$ cat src/shared/kbdgp_pkg.sv
`default_nettype none
package kbdgp_pkg;

   // Clock and millisecond tick
   localparam int unsigned CLK_FREQ_HZ    = 50_000_000;
   localparam int unsigned TICK_PERIOD_US = 1000;
   localparam int unsigned TICK_CYCLES    = (CLK_FREQ_HZ / 1_000_000) * TICK_PERIOD_US;

   // Sizes
   localparam int unsigned NUM_PINS = 12;
   localparam int unsigned NUM_GEN  = 5;
   localparam int unsigned DEB_W    = 6;
   localparam int unsigned SEL_W    = 4;
   localparam int unsigned ADR_W    = 8;

   // Register byte offsets
   localparam logic [7:0] OFS_DEBOUNCE = 8'h00;
   localparam logic [7:0] OFS_KB_CFG   = 8'h04;
   localparam logic [7:0] OFS_PIN_CFG  = 8'h08;
   localparam logic [7:0] OFS_PIN_SEL  = 8'h0c;
   localparam logic [7:0] OFS_IRQ_CLR  = 8'h10;
   localparam logic [7:0] OFS_STATUS   = 8'h14;

   // Field positions
   localparam int unsigned DEBOUNCE_MS_LSB    = 0;
   localparam int unsigned KB_DEB_EN_BIT    = 6;
   localparam int unsigned PIN_DEB_EN_LSB   = 8;
   localparam int unsigned KB_PIN_EN_LSB    = 0;
   localparam int unsigned KB_LEVEL_BIT     = 12;
   localparam int unsigned KB_REL_BIT       = 13;
   localparam int unsigned KB_REPEAT_LSB    = 16;
   localparam int unsigned PIN_POL_LSB      = 0;
   localparam int unsigned PIN_EDGE_LSB     = 8;
   localparam int unsigned STAT_PIN_IRQ_LSB = 0;
   localparam int unsigned STAT_KB_IRQ_BIT  = 5;
   localparam int unsigned STAT_KB_ST_LSB   = 8;
   localparam int unsigned STAT_PINS_LSB    = 16;

   // Writable bits and reset values
   localparam logic [31:0] MASK_DEBOUNCE = 32'h0000_1f7f;
   localparam logic [31:0] MASK_KB_CFG   = 32'h003f_3fff;
   localparam logic [31:0] MASK_PIN_CFG  = 32'h0000_1f1f;
   localparam logic [31:0] MASK_PIN_SEL  = 32'h000f_ffff;
   localparam logic [31:0] RST_CFG       = 32'h0000_0000;

   typedef struct packed {
      logic polarity;
      logic edge_mode;
      logic deb_en;
   } kbdgp_gen_cfg_t;

   typedef enum logic [3:0] {
      KB_IDLE    = 4'h1,
      KB_PRESS   = 4'h2,
      KB_HELD    = 4'h4,
      KB_RELEASE = 4'h8
   } kbdgp_kb_state_t;

   typedef enum logic [3:0] {
      G_IDLE     = 4'h1,
      G_DEB      = 4'h2,
      G_FLAG     = 4'h4,
      G_WAIT_REL = 4'h8
   } kbdgp_gen_state_t;

endpackage
`default_nettype wire

$ cat src/hw/kbdgp_gen.sv
`timescale 1ns/1ps
`default_nettype none
module kbdgp_gen (
   input  wire logic                          clk_i,
   input  wire logic                          rst_i,
   input  wire logic                          tick_i,
   input  wire logic                          pin_i,
   input  wire kbdgp_pkg::kbdgp_gen_cfg_t     cfg_i,
   input  wire logic [kbdgp_pkg::DEB_W-1:0]   debounce_ms_i,
   input  wire logic                          clr_i,
   output logic                               irq_o,
   output kbdgp_pkg::kbdgp_gen_state_t        state_o
);

   logic                        key_hit;
   logic [kbdgp_pkg::DEB_W-1:0] cnt_r;

   // Polarity 0 means the high level is active
   assign key_hit = pin_i ^ cfg_i.polarity;

   always_ff @(posedge clk_i) begin
      if (rst_i) begin
         state_o <= kbdgp_pkg::G_IDLE;
         cnt_r   <= '0;
         irq_o   <= 1'b0;
      end else begin
         case (state_o)
            kbdgp_pkg::G_IDLE: begin
               if (key_hit && !cfg_i.deb_en) begin
                  irq_o   <= 1'b1;
                  state_o <= kbdgp_pkg::G_FLAG;
               end else if (key_hit) begin
                  cnt_r   <= debounce_ms_i;
                  state_o <= kbdgp_pkg::G_DEB;
               end
            end
            kbdgp_pkg::G_DEB: begin
               if (!key_hit) begin
                  state_o <= kbdgp_pkg::G_IDLE;
               end else if (cnt_r == '0) begin
                  irq_o   <= 1'b1;
                  state_o <= kbdgp_pkg::G_FLAG;
               end else if (tick_i) begin
                  cnt_r <= cnt_r - 1'b1;
               end
            end
            kbdgp_pkg::G_FLAG: begin
               // Flag is only set outside this state, so a clear never races a set
               if (clr_i) begin
                  irq_o   <= 1'b0;
                  state_o <= cfg_i.edge_mode ? kbdgp_pkg::G_WAIT_REL : kbdgp_pkg::G_IDLE;
               end
            end
            kbdgp_pkg::G_WAIT_REL: begin
               // Software may flip polarity here to catch the other edge
               if (!key_hit) begin
                  state_o <= kbdgp_pkg::G_IDLE;
               end
            end
            default: begin
               state_o <= kbdgp_pkg::G_IDLE;
               irq_o   <= 1'b0;
            end
         endcase
      end
   end

endmodule // kbdgp_gen
`default_nettype wire

$ cat src/hw/kbdgp_sync.sv
`timescale 1ns/1ps
`default_nettype none
module kbdgp_sync #(
   parameter int unsigned W = 12
) (
   input  wire logic         clk_i,
   input  wire logic         rst_i,
   input  wire logic [W-1:0] d_i,
   output logic      [W-1:0] q_o
);

   logic [W-1:0] s1_r;
   logic [W-1:0] s2_r;
   logic [W-1:0] s3_r;

   always_ff @(posedge clk_i) begin
      s1_r <= d_i;
      s2_r <= s1_r;
      s3_r <= s2_r;
   end

   // A bit moves only once the last two stages agree
   genvar i;
   for (i = 0; i < W; i++) begin : g_bit
      always_ff @(posedge clk_i) begin
         if (rst_i) begin
            q_o[i] <= 1'b0;
         end else if (s2_r[i] == s3_r[i]) begin
            q_o[i] <= s3_r[i];
         end
      end
   end

endmodule // kbdgp_sync
`default_nettype wire

$ cat src/hw/kbdgp_top.sv
`timescale 1ns/1ps
`default_nettype none
// How it works
// - Level 0 and pin enabled: falling edge sets keyboard key-hit and starts sequencer.
// - Keyboard key-hit loads debounce value, counter decrements once per millisecond tick.
// - Counter at zero with key still held reloads repeat value, interrupting each expiry.
// - Key release with release option set runs a new debounce, then interrupts.
// - Keyboard debounce enable at 0 bypasses the keyboard debounce counter.
// - Repeat value 0 gives no repeated interrupts while the key stays pressed.
// - Keyboard active level is programmable; release option 0 suppresses release interrupt.
// - Twelve per-pin keyboard enables; only enabled pins take part in detection.
// - Debounce time is programmable from 0 to 63 ms in 1 ms steps.
// - Five identical pin generators, each with own interrupt line and source select.
// - Generator polarity 0 makes a rising edge the active event; polarity programmable.
// - Generator loads debounce, counts per ms, interrupts if still active at zero.
// - Each generator has its own debounce enable; cleared bit disables its counter.
// - Generator flag stays set until software writes its bit in the clear register.
// - Edge mode: clearing moves to wait-for-release, idle only after the inactive edge.
// - Keyboard interrupt is a separate output from the five generator lines.
module kbdgp_top #(
   parameter int unsigned TICK_CYCLES = kbdgp_pkg::TICK_CYCLES
) (
   input  wire logic                            clk_i,
   input  wire logic                            rst_i,
   input  wire logic                            wb_cyc_i,
   input  wire logic                            wb_stb_i,
   input  wire logic                            wb_we_i,
   input  wire logic [kbdgp_pkg::ADR_W-1:0]     wb_adr_i,
   input  wire logic [3:0]                      wb_sel_i,
   input  wire logic [31:0]                     wb_dat_i,
   output logic      [31:0]                     wb_dat_o,
   output logic                                 wb_ack_o,
   input  wire logic [kbdgp_pkg::NUM_PINS-1:0]  pins_i,
   output logic                                 keyboard_irq_o,
   output logic      [kbdgp_pkg::NUM_GEN-1:0]   pin_irq_line_o
);

   localparam int unsigned NP = kbdgp_pkg::NUM_PINS;
   localparam int unsigned NG = kbdgp_pkg::NUM_GEN;
   localparam int unsigned DW = kbdgp_pkg::DEB_W;
   localparam int unsigned SW = kbdgp_pkg::SEL_W;

   // Configuration words
   logic [31:0] debounce_r;
   logic [31:0] kb_cfg_r;
   logic [31:0] pin_cfg_r;
   logic [31:0] pin_sel_r;
   logic [NG-1:0] clr_r;

   // Bus handshake
   logic        wb_req;
   logic        wb_take;
   logic [31:0] rd_data;

   // Synchronised pins and tick
   logic [NP-1:0] pins_sync;
   logic [31:0]   tick_cnt_r;
   logic          tick_r;

   // Decoded fields
   logic [DW-1:0] debounce_ms;
   logic          kb_debounce_en;
   logic [NG-1:0] pin_irq_debounce_en;
   logic [NP-1:0] kb_pin_enable;
   logic          kb_active_level;
   logic          kb_release_irq_en;
   logic [DW-1:0] kb_repeat_ms;
   logic [NG-1:0] pin_irq_polarity;
   logic [NG-1:0] pin_irq_edge_mode;

   // Keyboard sequencer
   kbdgp_pkg::kbdgp_kb_state_t kb_state_r;
   logic [DW-1:0]              kb_cnt_r;
   logic                       kb_hit;
   logic [DW-1:0]              kb_deb_load;

   // Generator outputs
   logic [NG-1:0] gen_irq;

   function automatic logic [31:0] wb_merge(input logic [31:0] old_v,
                                            input logic [31:0] new_v,
                                            input logic [3:0]  sel,
                                            input logic [31:0] mask);
      logic [31:0] res;
      res = old_v;
      for (int b = 0; b < 4; b++) begin
         if (sel[b]) begin
            res[8*b +: 8] = new_v[8*b +: 8];
         end
      end
      wb_merge = res & mask;
   endfunction

   // Field extraction
   assign debounce_ms         = debounce_r[kbdgp_pkg::DEBOUNCE_MS_LSB +: DW];
   assign kb_debounce_en      = debounce_r[kbdgp_pkg::KB_DEB_EN_BIT];
   assign pin_irq_debounce_en = debounce_r[kbdgp_pkg::PIN_DEB_EN_LSB +: NG];
   assign kb_pin_enable       = kb_cfg_r[kbdgp_pkg::KB_PIN_EN_LSB +: NP];
   assign kb_active_level     = kb_cfg_r[kbdgp_pkg::KB_LEVEL_BIT];
   assign kb_release_irq_en   = kb_cfg_r[kbdgp_pkg::KB_REL_BIT];
   assign kb_repeat_ms        = kb_cfg_r[kbdgp_pkg::KB_REPEAT_LSB +: DW];
   assign pin_irq_polarity    = pin_cfg_r[kbdgp_pkg::PIN_POL_LSB +: NG];
   assign pin_irq_edge_mode   = pin_cfg_r[kbdgp_pkg::PIN_EDGE_LSB +: NG];

   // Pins come from outside the clock domain
   kbdgp_sync #(
      .W (NP)
   ) u_sync (
      .clk_i (clk_i),
      .rst_i (rst_i),
      .d_i   (pins_i),
      .q_o   (pins_sync)
   );

   // Free-running millisecond tick; the first debounce step may be short
   always_ff @(posedge clk_i) begin
      if (rst_i) begin
         tick_cnt_r <= '0;
         tick_r     <= 1'b0;
      end else if (tick_cnt_r == 32'(TICK_CYCLES - 1)) begin
         tick_cnt_r <= '0;
         tick_r     <= 1'b1;
      end else begin
         tick_cnt_r <= tick_cnt_r + 32'h0000_0001;
         tick_r     <= 1'b0;
      end
   end

   // Wishbone slave: one wait state, ack for one cycle
   assign wb_req  = wb_cyc_i && wb_stb_i;
   assign wb_take = wb_req && !wb_ack_o;

   always_ff @(posedge clk_i) begin
      if (rst_i) begin
         wb_ack_o <= 1'b0;
      end else begin
         wb_ack_o <= wb_take;
      end
   end

   always_ff @(posedge clk_i) begin
      if (rst_i) begin
         debounce_r <= kbdgp_pkg::RST_CFG;
         kb_cfg_r   <= kbdgp_pkg::RST_CFG;
         pin_cfg_r  <= kbdgp_pkg::RST_CFG;
         pin_sel_r  <= kbdgp_pkg::RST_CFG;
      end else if (wb_take && wb_we_i) begin
         case (wb_adr_i)
            kbdgp_pkg::OFS_DEBOUNCE: begin
               debounce_r <= wb_merge(debounce_r, wb_dat_i, wb_sel_i, kbdgp_pkg::MASK_DEBOUNCE);
            end
            kbdgp_pkg::OFS_KB_CFG: begin
               kb_cfg_r <= wb_merge(kb_cfg_r, wb_dat_i, wb_sel_i, kbdgp_pkg::MASK_KB_CFG);
            end
            kbdgp_pkg::OFS_PIN_CFG: begin
               pin_cfg_r <= wb_merge(pin_cfg_r, wb_dat_i, wb_sel_i, kbdgp_pkg::MASK_PIN_CFG);
            end
            kbdgp_pkg::OFS_PIN_SEL: begin
               pin_sel_r <= wb_merge(pin_sel_r, wb_dat_i, wb_sel_i, kbdgp_pkg::MASK_PIN_SEL);
            end
            default: begin
            end
         endcase
      end
   end

   // Clear strobes last one cycle; writing 0 leaves a flag alone
   always_ff @(posedge clk_i) begin
      if (rst_i) begin
         clr_r <= '0;
      end else if (wb_take && wb_we_i && wb_sel_i[0] && (wb_adr_i == kbdgp_pkg::OFS_IRQ_CLR)) begin
         clr_r <= wb_dat_i[NG-1:0];
      end else begin
         clr_r <= '0;
      end
   end

   always_comb begin
      rd_data = 32'h0000_0000;
      case (wb_adr_i)
         kbdgp_pkg::OFS_DEBOUNCE: rd_data = debounce_r;
         kbdgp_pkg::OFS_KB_CFG:   rd_data = kb_cfg_r;
         kbdgp_pkg::OFS_PIN_CFG:  rd_data = pin_cfg_r;
         kbdgp_pkg::OFS_PIN_SEL:  rd_data = pin_sel_r;
         kbdgp_pkg::OFS_IRQ_CLR: begin
            rd_data[NG-1:0] = gen_irq;
         end
         kbdgp_pkg::OFS_STATUS: begin
            rd_data[kbdgp_pkg::STAT_PIN_IRQ_LSB +: NG] = gen_irq;
            rd_data[kbdgp_pkg::STAT_KB_IRQ_BIT]        = keyboard_irq_o;
            rd_data[kbdgp_pkg::STAT_KB_ST_LSB +: 4]    = kb_state_r;
            rd_data[kbdgp_pkg::STAT_PINS_LSB +: NP]    = pins_sync;
         end
         default: rd_data = 32'h0000_0000;
      endcase
   end

   always_ff @(posedge clk_i) begin
      if (rst_i) begin
         wb_dat_o <= 32'h0000_0000;
      end else if (wb_take) begin
         wb_dat_o <= wb_we_i ? 32'h0000_0000 : rd_data;
      end
   end

   // Any enabled pin at the active level holds key-hit
   assign kb_hit = |(kb_pin_enable & (kb_active_level ? pins_sync : ~pins_sync));
   // Bypass loads zero so the period ends on the next cycle
   assign kb_deb_load = kb_debounce_en ? debounce_ms : '0;

   always_ff @(posedge clk_i) begin
      if (rst_i) begin
         kb_state_r     <= kbdgp_pkg::KB_IDLE;
         kb_cnt_r       <= '0;
         keyboard_irq_o <= 1'b0;
      end else begin
         keyboard_irq_o <= 1'b0;
         case (kb_state_r)
            kbdgp_pkg::KB_IDLE: begin
               if (kb_hit && !kb_debounce_en) begin
                  keyboard_irq_o <= 1'b1;
                  kb_cnt_r       <= kb_repeat_ms;
                  kb_state_r     <= kbdgp_pkg::KB_HELD;
               end else if (kb_hit) begin
                  kb_cnt_r   <= debounce_ms;
                  kb_state_r <= kbdgp_pkg::KB_PRESS;
               end
            end
            kbdgp_pkg::KB_PRESS: begin
               if (!kb_hit) begin
                  kb_state_r <= kbdgp_pkg::KB_IDLE;
               end else if (kb_cnt_r == '0) begin
                  keyboard_irq_o <= 1'b1;
                  kb_cnt_r       <= kb_repeat_ms;
                  kb_state_r     <= kbdgp_pkg::KB_HELD;
               end else if (tick_r) begin
                  kb_cnt_r <= kb_cnt_r - 1'b1;
               end
            end
            kbdgp_pkg::KB_HELD: begin
               if (!kb_hit && kb_release_irq_en) begin
                  kb_cnt_r   <= kb_deb_load;
                  kb_state_r <= kbdgp_pkg::KB_RELEASE;
               end else if (!kb_hit) begin
                  kb_state_r <= kbdgp_pkg::KB_IDLE;
               end else if (kb_repeat_ms == '0) begin
                  kb_cnt_r <= '0;
               end else if (kb_cnt_r == '0) begin
                  keyboard_irq_o <= 1'b1;
                  kb_cnt_r       <= kb_repeat_ms;
               end else if (tick_r) begin
                  kb_cnt_r <= kb_cnt_r - 1'b1;
               end
            end
            kbdgp_pkg::KB_RELEASE: begin
               // A new press during the release period is taken after it ends
               if (kb_cnt_r == '0) begin
                  keyboard_irq_o <= 1'b1;
                  kb_state_r     <= kbdgp_pkg::KB_IDLE;
               end else if (tick_r) begin
                  kb_cnt_r <= kb_cnt_r - 1'b1;
               end
            end
            default: begin
               kb_state_r <= kbdgp_pkg::KB_IDLE;
               kb_cnt_r   <= '0;
            end
         endcase
      end
   end

   // Pin interrupt generators
   genvar g;
   for (g = 0; g < NG; g++) begin : g_gen
      logic [SW-1:0]             src;
      logic                      src_pin;
      kbdgp_pkg::kbdgp_gen_cfg_t cfg;

      assign src     = pin_sel_r[SW*g +: SW];
      // Out-of-range selections watch a constant low input
      assign src_pin = (src < SW'(NP)) ? pins_sync[src] : 1'b0;
      assign cfg.polarity  = pin_irq_polarity[g];
      assign cfg.edge_mode = pin_irq_edge_mode[g];
      assign cfg.deb_en    = pin_irq_debounce_en[g];

      kbdgp_gen u_gen (
         .clk_i         (clk_i),
         .rst_i         (rst_i),
         .tick_i        (tick_r),
         .pin_i         (src_pin),
         .cfg_i         (cfg),
         .debounce_ms_i (debounce_ms),
         .clr_i         (clr_r[g]),
         .irq_o         (gen_irq[g]),
         .state_o       ()
      );
   end

   assign pin_irq_line_o = gen_irq;

endmodule // kbdgp_top
`default_nettype wire

$ cat config.mk
export PLATFORM = sky130hd
export DESIGN_NAME = kbdgp_top
export DESIGN_NICKNAME = d
export VERILOG_FILES = /design/src/shared/kbdgp_pkg.sv /design/src/hw/kbdgp_gen.sv /design/src/hw/kbdgp_sync.sv /design/src/hw/kbdgp_top.sv
export SDC_FILE = /design/constraint.sdc
export NUM_CORES = 1
export LEC_CHECK = 0
export BUFFER_PORTS_ARGS = -buffer_cell sky130_fd_sc_hd__buf_4
export CAP_MARGIN = 20
export CORE_MARGIN = 3
export CORE_UTILIZATION = 60
export CTS_BUF_LIST = sky130_fd_sc_hd__clkbuf_16
export DETAILED_ROUTE_END_ITERATION = 8
export GPL_TIMING_DRIVEN = 0
export PLACE_DENSITY = 0.8
export SLEW_MARGIN = 20
export SYNTH_ARGS = -nofsm -noshare
export SYNTH_HDL_FRONTEND = slang
export SYNTH_SLANG_ARGS = --single-unit
$ cat constraint.sdc
create_clock -name clk_i -period 3 [get_ports clk_i]
set_input_delay 0.3 -clock clk_i [delete_from_list [all_inputs] [get_ports clk_i]]
set_output_delay 0.3 -clock clk_i [all_outputs]
set_load 0.005 [all_outputs]
==> results.json, run 1 <==
{
  "synth-seq-cells": 243,
  "total_power_mw": 6.86,
  "antenna_cells": 0,
  "cts-root-buf": "clkbuf_16",
  "drc": 0,
  "ctsHoldBuffers": 12,
  "crit_fanout": 10,
  "setup.worst_path.start": "u_sync.q_o[2]$_SDFFE_PP0N_",
  "setup_ws_ns": 0.268,
  "synthesis.area_um2": 11900,
  "cts_buffer_depth": 3,
  "synth_area_per_cell_um2": 8.40,
  "reg2reg_depth": 8,
  "clock-sinks": 243,
  "die_h_um": 147,
  "n_fill_cell": 1496,
  "vias_per_cell": 6.21,
  "ctsResizeCount": 0,
  "status": "complete, no violations",
  "fin_crit_ns": 2.73,
  "grt_pass1_vias": 10500,
  "vias": 11300,
  "clk_latency_ns": 0.53,
  "grt_pass1_wl_um": 55900,
  "grt_usage_pct": 31.7,
  "final-hold-violation-count": 0,
  "irDropWorstVdd_mv": 0.655,
  "routabilityCongestion": 0.951,
  "die-area_um2": 21600,
  "post-route-period-util_pct": 91.1,
  "area_growth_syn_to_layout_pct": 15.5,
  "drtPass1Iterations": 9,
  "start_kind": "flop",
  "drt-wirelength-per-cell_um": 19.4,
  "skew_ns": 0.0154,
  "cts_max_level": 1,
  "path_clk_slew_ns": 0.06,
  "critical_path_arrival_ns": 3.10,
  "overflow": 0,
  "wirelength_um": 35300,
  "final_common_cell": "dfxtp_1",
  "finalMaxSlewViolations": 0,
  "seq_area_frac_synth_pct": 40.9,
  "place_ws_ns": 0.370,
  "synthFlopType": "dfxtp_1",
  "final_cell_mix": "dfxtp_1 (243), nor2_1 (189), nand2_1 (155), a21oi_1 (121), buf_4 (95)",
  "rsz0062_at_grt": "no",
  "final_antenna_net_count": 0,
  "tightest_slew_ns": 1.17,
  "synth_edf_count": 0,
  "max_freq_mhz": 366,
  "p_leak_nw": 5.31,
  "start_util_pct": 62.3,
  "die_w_um": 147,
  "io_pins": 100,
  "r2r-end": "g_gen[4].u_gen.cnt_r[0]$_SDFFE_PP0P_",
  "row_count": 50,
  "final_nets": 1612,
  "drt_first_iter_violations": 1370,
  "antenna_found_initial": 0,
  "cap_violations": 0,
  "postCtsSetupRepairBufs": 0,
  "worstPathRequired_ns": 3.37,
  "async_reset_ff_share_pct": 0,
  "whs_endpoint": "kb_cfg_r[21]$_SDFFE_PP0P_",
  "r2r-start": "u_sync.q_o[2]$_SDFFE_PP0N_",
  "max_slew_margin_pct": 21.6,
  "dp_hpwl_um": 24900,
  "cts-buffers-inserted": 25,
  "drive_above_1_share_pct": 12.8,
  "grt_max_degree": 16,
  "min_from": "wb_dat_i[21]",
  "tns_ns": 0,
  "r2r_slack_ns": 0.27,
  "core_um2": 19100,
  "p_per_area_nw_per_um2": 500,
  "synthCells": 1417,
  "ys_warn_count": 0,
  "hold_class": "input pin to flop",
  "port_buffers": 80,
  "hold_depth": 3,
  "cp-end-kind": "flop",
  "ys_types": 83,
  "cts_tree": "built",
  "path_class": "flop to flop",
  "finalSetupViolations": 0
}
## power by group
| part | internal (mW) | total, mW | switching, mW |
|---|---|---|---|
| clock | 1.70 | 3.03 | 1.33 |
| combinational | 0.202 | 0.511 | 0.309 |
| sequential | 3.29 | 3.33 | 0.0395 |
## per-stage QoR
stage          instances  hold slack [ns]  cell area (um^2)  util, %
3_3_place_gp        1760            0.311             12800     67.3
2_1_floorplan       1420            0.310             11900        -
3_5_place_dp        1760            0.312             12800     67.3
4_1_cts             1817          0.00815             13700     72.0
6_report            1817           0.0171             13700     72.0
5_1_grt             1817           0.0237             13700     72.0
## worst max-delay path by stage
stage	end	slack, ns	cells after the start
CTS	g_gen[4].u_gen.cnt_r[0]$_SDFFE_PP0P_	0.36	8
finish	g_gen[4].u_gen.cnt_r[0]$_SDFFE_PP0P_	0.27	8
floorplan	g_gen[0].u_gen.cnt_r[5]$_SDFFE_PP0P_	0.77	8
global placement	g_gen[4].u_gen.cnt_r[0]$_SDFFE_PP0P_	0.38	8
detailed placement	g_gen[4].u_gen.cnt_r[0]$_SDFFE_PP0P_	0.37	8
global route	g_gen[4].u_gen.cnt_r[0]$_SDFFE_PP0P_	0.08	8
## metal layers
layer  up-vias  wire length, um  global-route usage [%]
met5         -                0                       0
met4         0             1600                    12.5
met3       141             3560                    6.29
met2       652            15800                    50.4
met1      5226            14300                    42.7
li1       5259                -                       -
## registers in the layout, summed over array words and instances (netlist names), 5 cells and up
register / count
tick_cnt_r: 32
g_gen.u_gen.cnt_r: 30
wb_dat_o: 28
g_gen.u_gen.state_o: 20
kb_cfg_r: 20
pin_sel_r: 20
debounce_r: 12
u_sync.q_o: 12
u_sync.s1_r: 12
u_sync.s2_r: 12
u_sync.s3_r: 12
pin_cfg_r: 10
kb_cnt_r: 6
clr_r: 5
g_gen.u_gen.irq_o: 5
## cells in the mapped netlist (5+ instances only)
library cell / number / area share [%]
nand3_1: 61 / 2.6
and3_1: 16 / 0.84
or4_1: 5 / 0.32
nand2b_1: 12 / 0.63
o22ai_1: 6 / 0.32
a211oi_1: 11 / 0.69
xnor2_1: 19 / 1.4
a21o_1: 6 / 0.38
inv_1: 42 / 1.3
nor3b_1: 6 / 0.38
o21ai_1: 14 / 0.59
a22o_1: 7 / 0.52
nor2_1: 189 / 6.0
o31ai_1: 5 / 0.32
nor4_1: 16 / 0.84
nand4_1: 13 / 0.68
or3_1: 9 / 0.47
nor2b_1: 7 / 0.37
o21ai_0: 68 / 2.9
and2_1: 14 / 0.74
ha_1: 12 / 1.3
clkbuf_1: 57 / 1.8
buf_2: 12 / 0.50
a22oi_1: 14 / 0.88
o211ai_1: 6 / 0.38
mux4_2: 14 / 2.7
a31oi_1: 8 / 0.42
a222oi_1: 9 / 0.76
nand3b_1: 13 / 0.82
or2_2: 6 / 0.32
a21oi_1: 121 / 5.1
mux2i_1: 70 / 5.9
dfxtp_1: 243 / 41
xor2_1: 21 / 1.5
buf_4: 15 / 0.95
nor3_1: 30 / 1.3
nand2_1: 155 / 4.9
## layout make-up
class,count,area [um^2],area share [%]
buffer,90,439,3.20
inverter,43,161,1.17
tap,260,325,2.37
sequential,243,4860,35.4
timing repair buffer,92,721,5.24
clock inverter,20,163,1.18
multi-input combinational,1044,6440,46.9
clock buffer,25,626,4.55
## critical path, stage by stage (launching register included)
cell      delay [ns]
dfxtp_1         0.30
clkbuf_1        0.43
mux4_2          0.33
mux2i_1         0.08
o21ai_2         0.29
xor2_1          0.48
nand2_1         0.30
a211oi_1        0.28
a211oi_1        0.07
## cells by family (layout without fill, tap and decap cells)
group / after synthesis / after routing / share of synthesized area (%)
DFF: 243 / 243 / 40.9
muxes: 90 / 90 / 9.49
and+or+nand+nor: 577 / 577 / 23.1
buffers and inverters: 133 / 270 / 5.05
adders and majority gates: 12 / 12 / 1.26
other: 1 / 4 / 0.0315
AOI/OAI and AO/OA: 317 / 317 / 16.6
xor gates and xnor gates: 44 / 44 / 3.59
(Power assumes the default switching activity.)
==> run 2, diff against run 1 <==
--- a/config.mk
+++ b/config.mk
@@ -7,12 +7,14 @@
 export LEC_CHECK = 0
 export BUFFER_PORTS_ARGS = -buffer_cell sky130_fd_sc_hd__buf_4
 export CAP_MARGIN = 20
+export CELL_PAD_IN_SITES_DETAIL_PLACEMENT = 1
+export CELL_PAD_IN_SITES_GLOBAL_PLACEMENT = 2
 export CORE_MARGIN = 3
-export CORE_UTILIZATION = 60
+export CORE_UTILIZATION = 37
 export CTS_BUF_LIST = sky130_fd_sc_hd__clkbuf_16
 export DETAILED_ROUTE_END_ITERATION = 8
 export GPL_TIMING_DRIVEN = 0
-export PLACE_DENSITY = 0.8
+export PLACE_DENSITY_LB_ADDON = 0.1
 export SLEW_MARGIN = 20
 export SYNTH_ARGS = -nofsm -noshare
 export SYNTH_HDL_FRONTEND = slang
==> results.json, run 2 (synthesized netlist as in run 1, its figures left out) <==
{
  "max_freq_mhz": 374,
  "crit_fanout": 10,
  "final_antenna_net_count": 0,
  "port_buffers": 80,
  "rsz0062_at_grt": "no",
  "drt_first_iter_violations": 690,
  "path_class": "flop to flop",
  "n_fill_cell": 3746,
  "grt_pass1_wl_um": 65300,
  "wirelength_um": 41800,
  "cap_violations": 0,
  "finalMaxSlewViolations": 0,
  "top_register": "tick_cnt_r",
  "core_um2": 31600,
  "top_regs": "tick_cnt_r: 32 flops, g_gen.u_gen.cnt_r: 30 flops, wb_dat_o: 28 flops",
  "die_h_um": 185,
  "final_util_pct": 45.1,
  "grt_pass1_vias": 11300,
  "antenna_found_initial": 1,
  "post-route-period-util_pct": 89.2,
  "fin_crit_ns": 2.68,
  "final_common_cell": "dfxtp_1",
  "final-hold-violation-count": 0,
  "cts-buffers-inserted": 30,
  "tightest_slew_ns": 1.06,
  "routabilityCongestion": 0.861,
  "start_util_pct": 37.6,
  "final_cell_mix": "dfxtp_1 (243), nor2_1 (189), nand2_1 (155), a21oi_1 (121), buf_4 (95)",
  "irDropWorstVdd_mv": 0.516,
  "start_kind": "flop",
  "postCtsSetupRepairBufs": 0,
  "cts-root-buf": "clkbuf_16",
  "setup_ws_ns": 0.325,
  "area_growth_syn_to_layout_pct": 19.8,
  "drt-wirelength-per-cell_um": 21.1,
  "worstPathRequired_ns": 3.45,
  "critical_path_arrival_ns": 3.12,
  "path_clk_slew_ns": 0.06,
  "dp_hpwl_um": 30600,
  "largest_reg_flops": 32,
  "cts_tree": "built",
  "grt_usage_pct": 24.3,
  "vias_per_cell": 5.57,
  "cts_buffer_depth": 3,
  "vias": 11000,
  "die_w_um": 185,
  "status": "complete, no violations",
  "drtPass1Iterations": 6,
  "total_power_mw": 7.53,
  "cts_max_level": 1,
  "antenna_cells": 0,
  "drc": 0,
  "grt_max_degree": 15,
  "clk_latency_ns": 0.56,
  "cp-end-kind": "flop",
  "p_leak_nw": 5.48,
  "clock-sinks": 243,
  "row_count": 65,
  "finalSetupViolations": 0,
  "die-area_um2": 34300,
  "place_ws_ns": 0.210,
  "skew_ns": 0.0147,
  "final_nets": 1629,
  "hold_class": "input pin to flop",
  "drive_above_1_share_pct": 13.2,
  "max_slew_margin_pct": 29.0,
  "io_pins": 100,
  "p_per_area_nw_per_um2": 529,
  "tns_ns": 0,
  "overflow": 0
}
==> run 2: where the power goes <==
group / internal (mW) / switching (mW)
combinational: 0.213 / 0.324
clock: 2.20 / 1.47
sequential: 3.29 / 0.0389
==> run 2: metal layers <==
| layer | global-route usage (%) | part of all wire (%) | routed length (um) |
|---|---|---|---|
| met3 | 3.34 | 4.3 | 1810 |
| met4 | 6.24 | 3.0 | 1240 |
| met5 | 0 | 0.022 | 9 |
| met1 | 33.3 | 46 | 19400 |
| met2 | 40.5 | 46 | 19300 |
==> run 2: final timing paths <==
| check | from | to | slack, ns | cells after the start |
|---|---|---|---|---|
| max | u_sync.q_o[2]$_SDFFE_PP0N_ | kb_cnt_r[4]$_SDFFE_PP0P_ | 0.32 | 7 |
| min | wb_dat_i[5] | kb_cfg_r[5]$_SDFFE_PP0P_ | 0.03 | 3 |
| max reg2reg | u_sync.q_o[2]$_SDFFE_PP0N_ | kb_cnt_r[4]$_SDFFE_PP0P_ | 0.32 | 7 |
| min reg2reg | u_sync.s1_r[0]$_DFF_P_ | u_sync.s2_r[0]$_DFF_P_ | 0.33 | 0 |
==> run 2: repair_timing <==
item | CTS | global route
resized for setup | 0 | 1
hold endpoints to repair | 28 | 0
hold buffers | 24 | 0
setup endpoints to repair | 0 | 3
==> run 2: layout make-up <==
| class | count | area [um^2] | share of cell area, % |
|---|---|---|---|
| inverter | 43 | 161 | 1.13 |
| tap | 402 | 503 | 3.53 |
| clock inverter | 24 | 214 | 1.50 |
| multi-input combinational | 1044 | 6450 | 45.3 |
| clock buffer | 31 | 776 | 5.44 |
| timing repair buffer | 104 | 841 | 5.90 |
| buffer | 90 | 439 | 3.08 |
| sequential | 243 | 4860 | 34.1 |
==> run 2: through the flow <==
step,hold slack [ns],area (um^2),cells
2_1_floorplan,0.310,11900,1420
3_3_place_gp,0.311,13000,1902
3_5_place_dp,0.313,13000,1902
4_1_cts,0.00546,14200,1981
5_1_grt,0.00981,14300,1981
6_report,0.0300,14300,1981
==> run 2: worst max-delay path, stage by stage, from the launching register on <==
cell and delay [ns]:
dfxtp_1 0.30, clkbuf_1 0.48, o22ai_1 0.24, o31ai_4 0.42, nand3_1 0.19, a21o_1 0.28, a221o_1 0.36, a221o_1 0.29
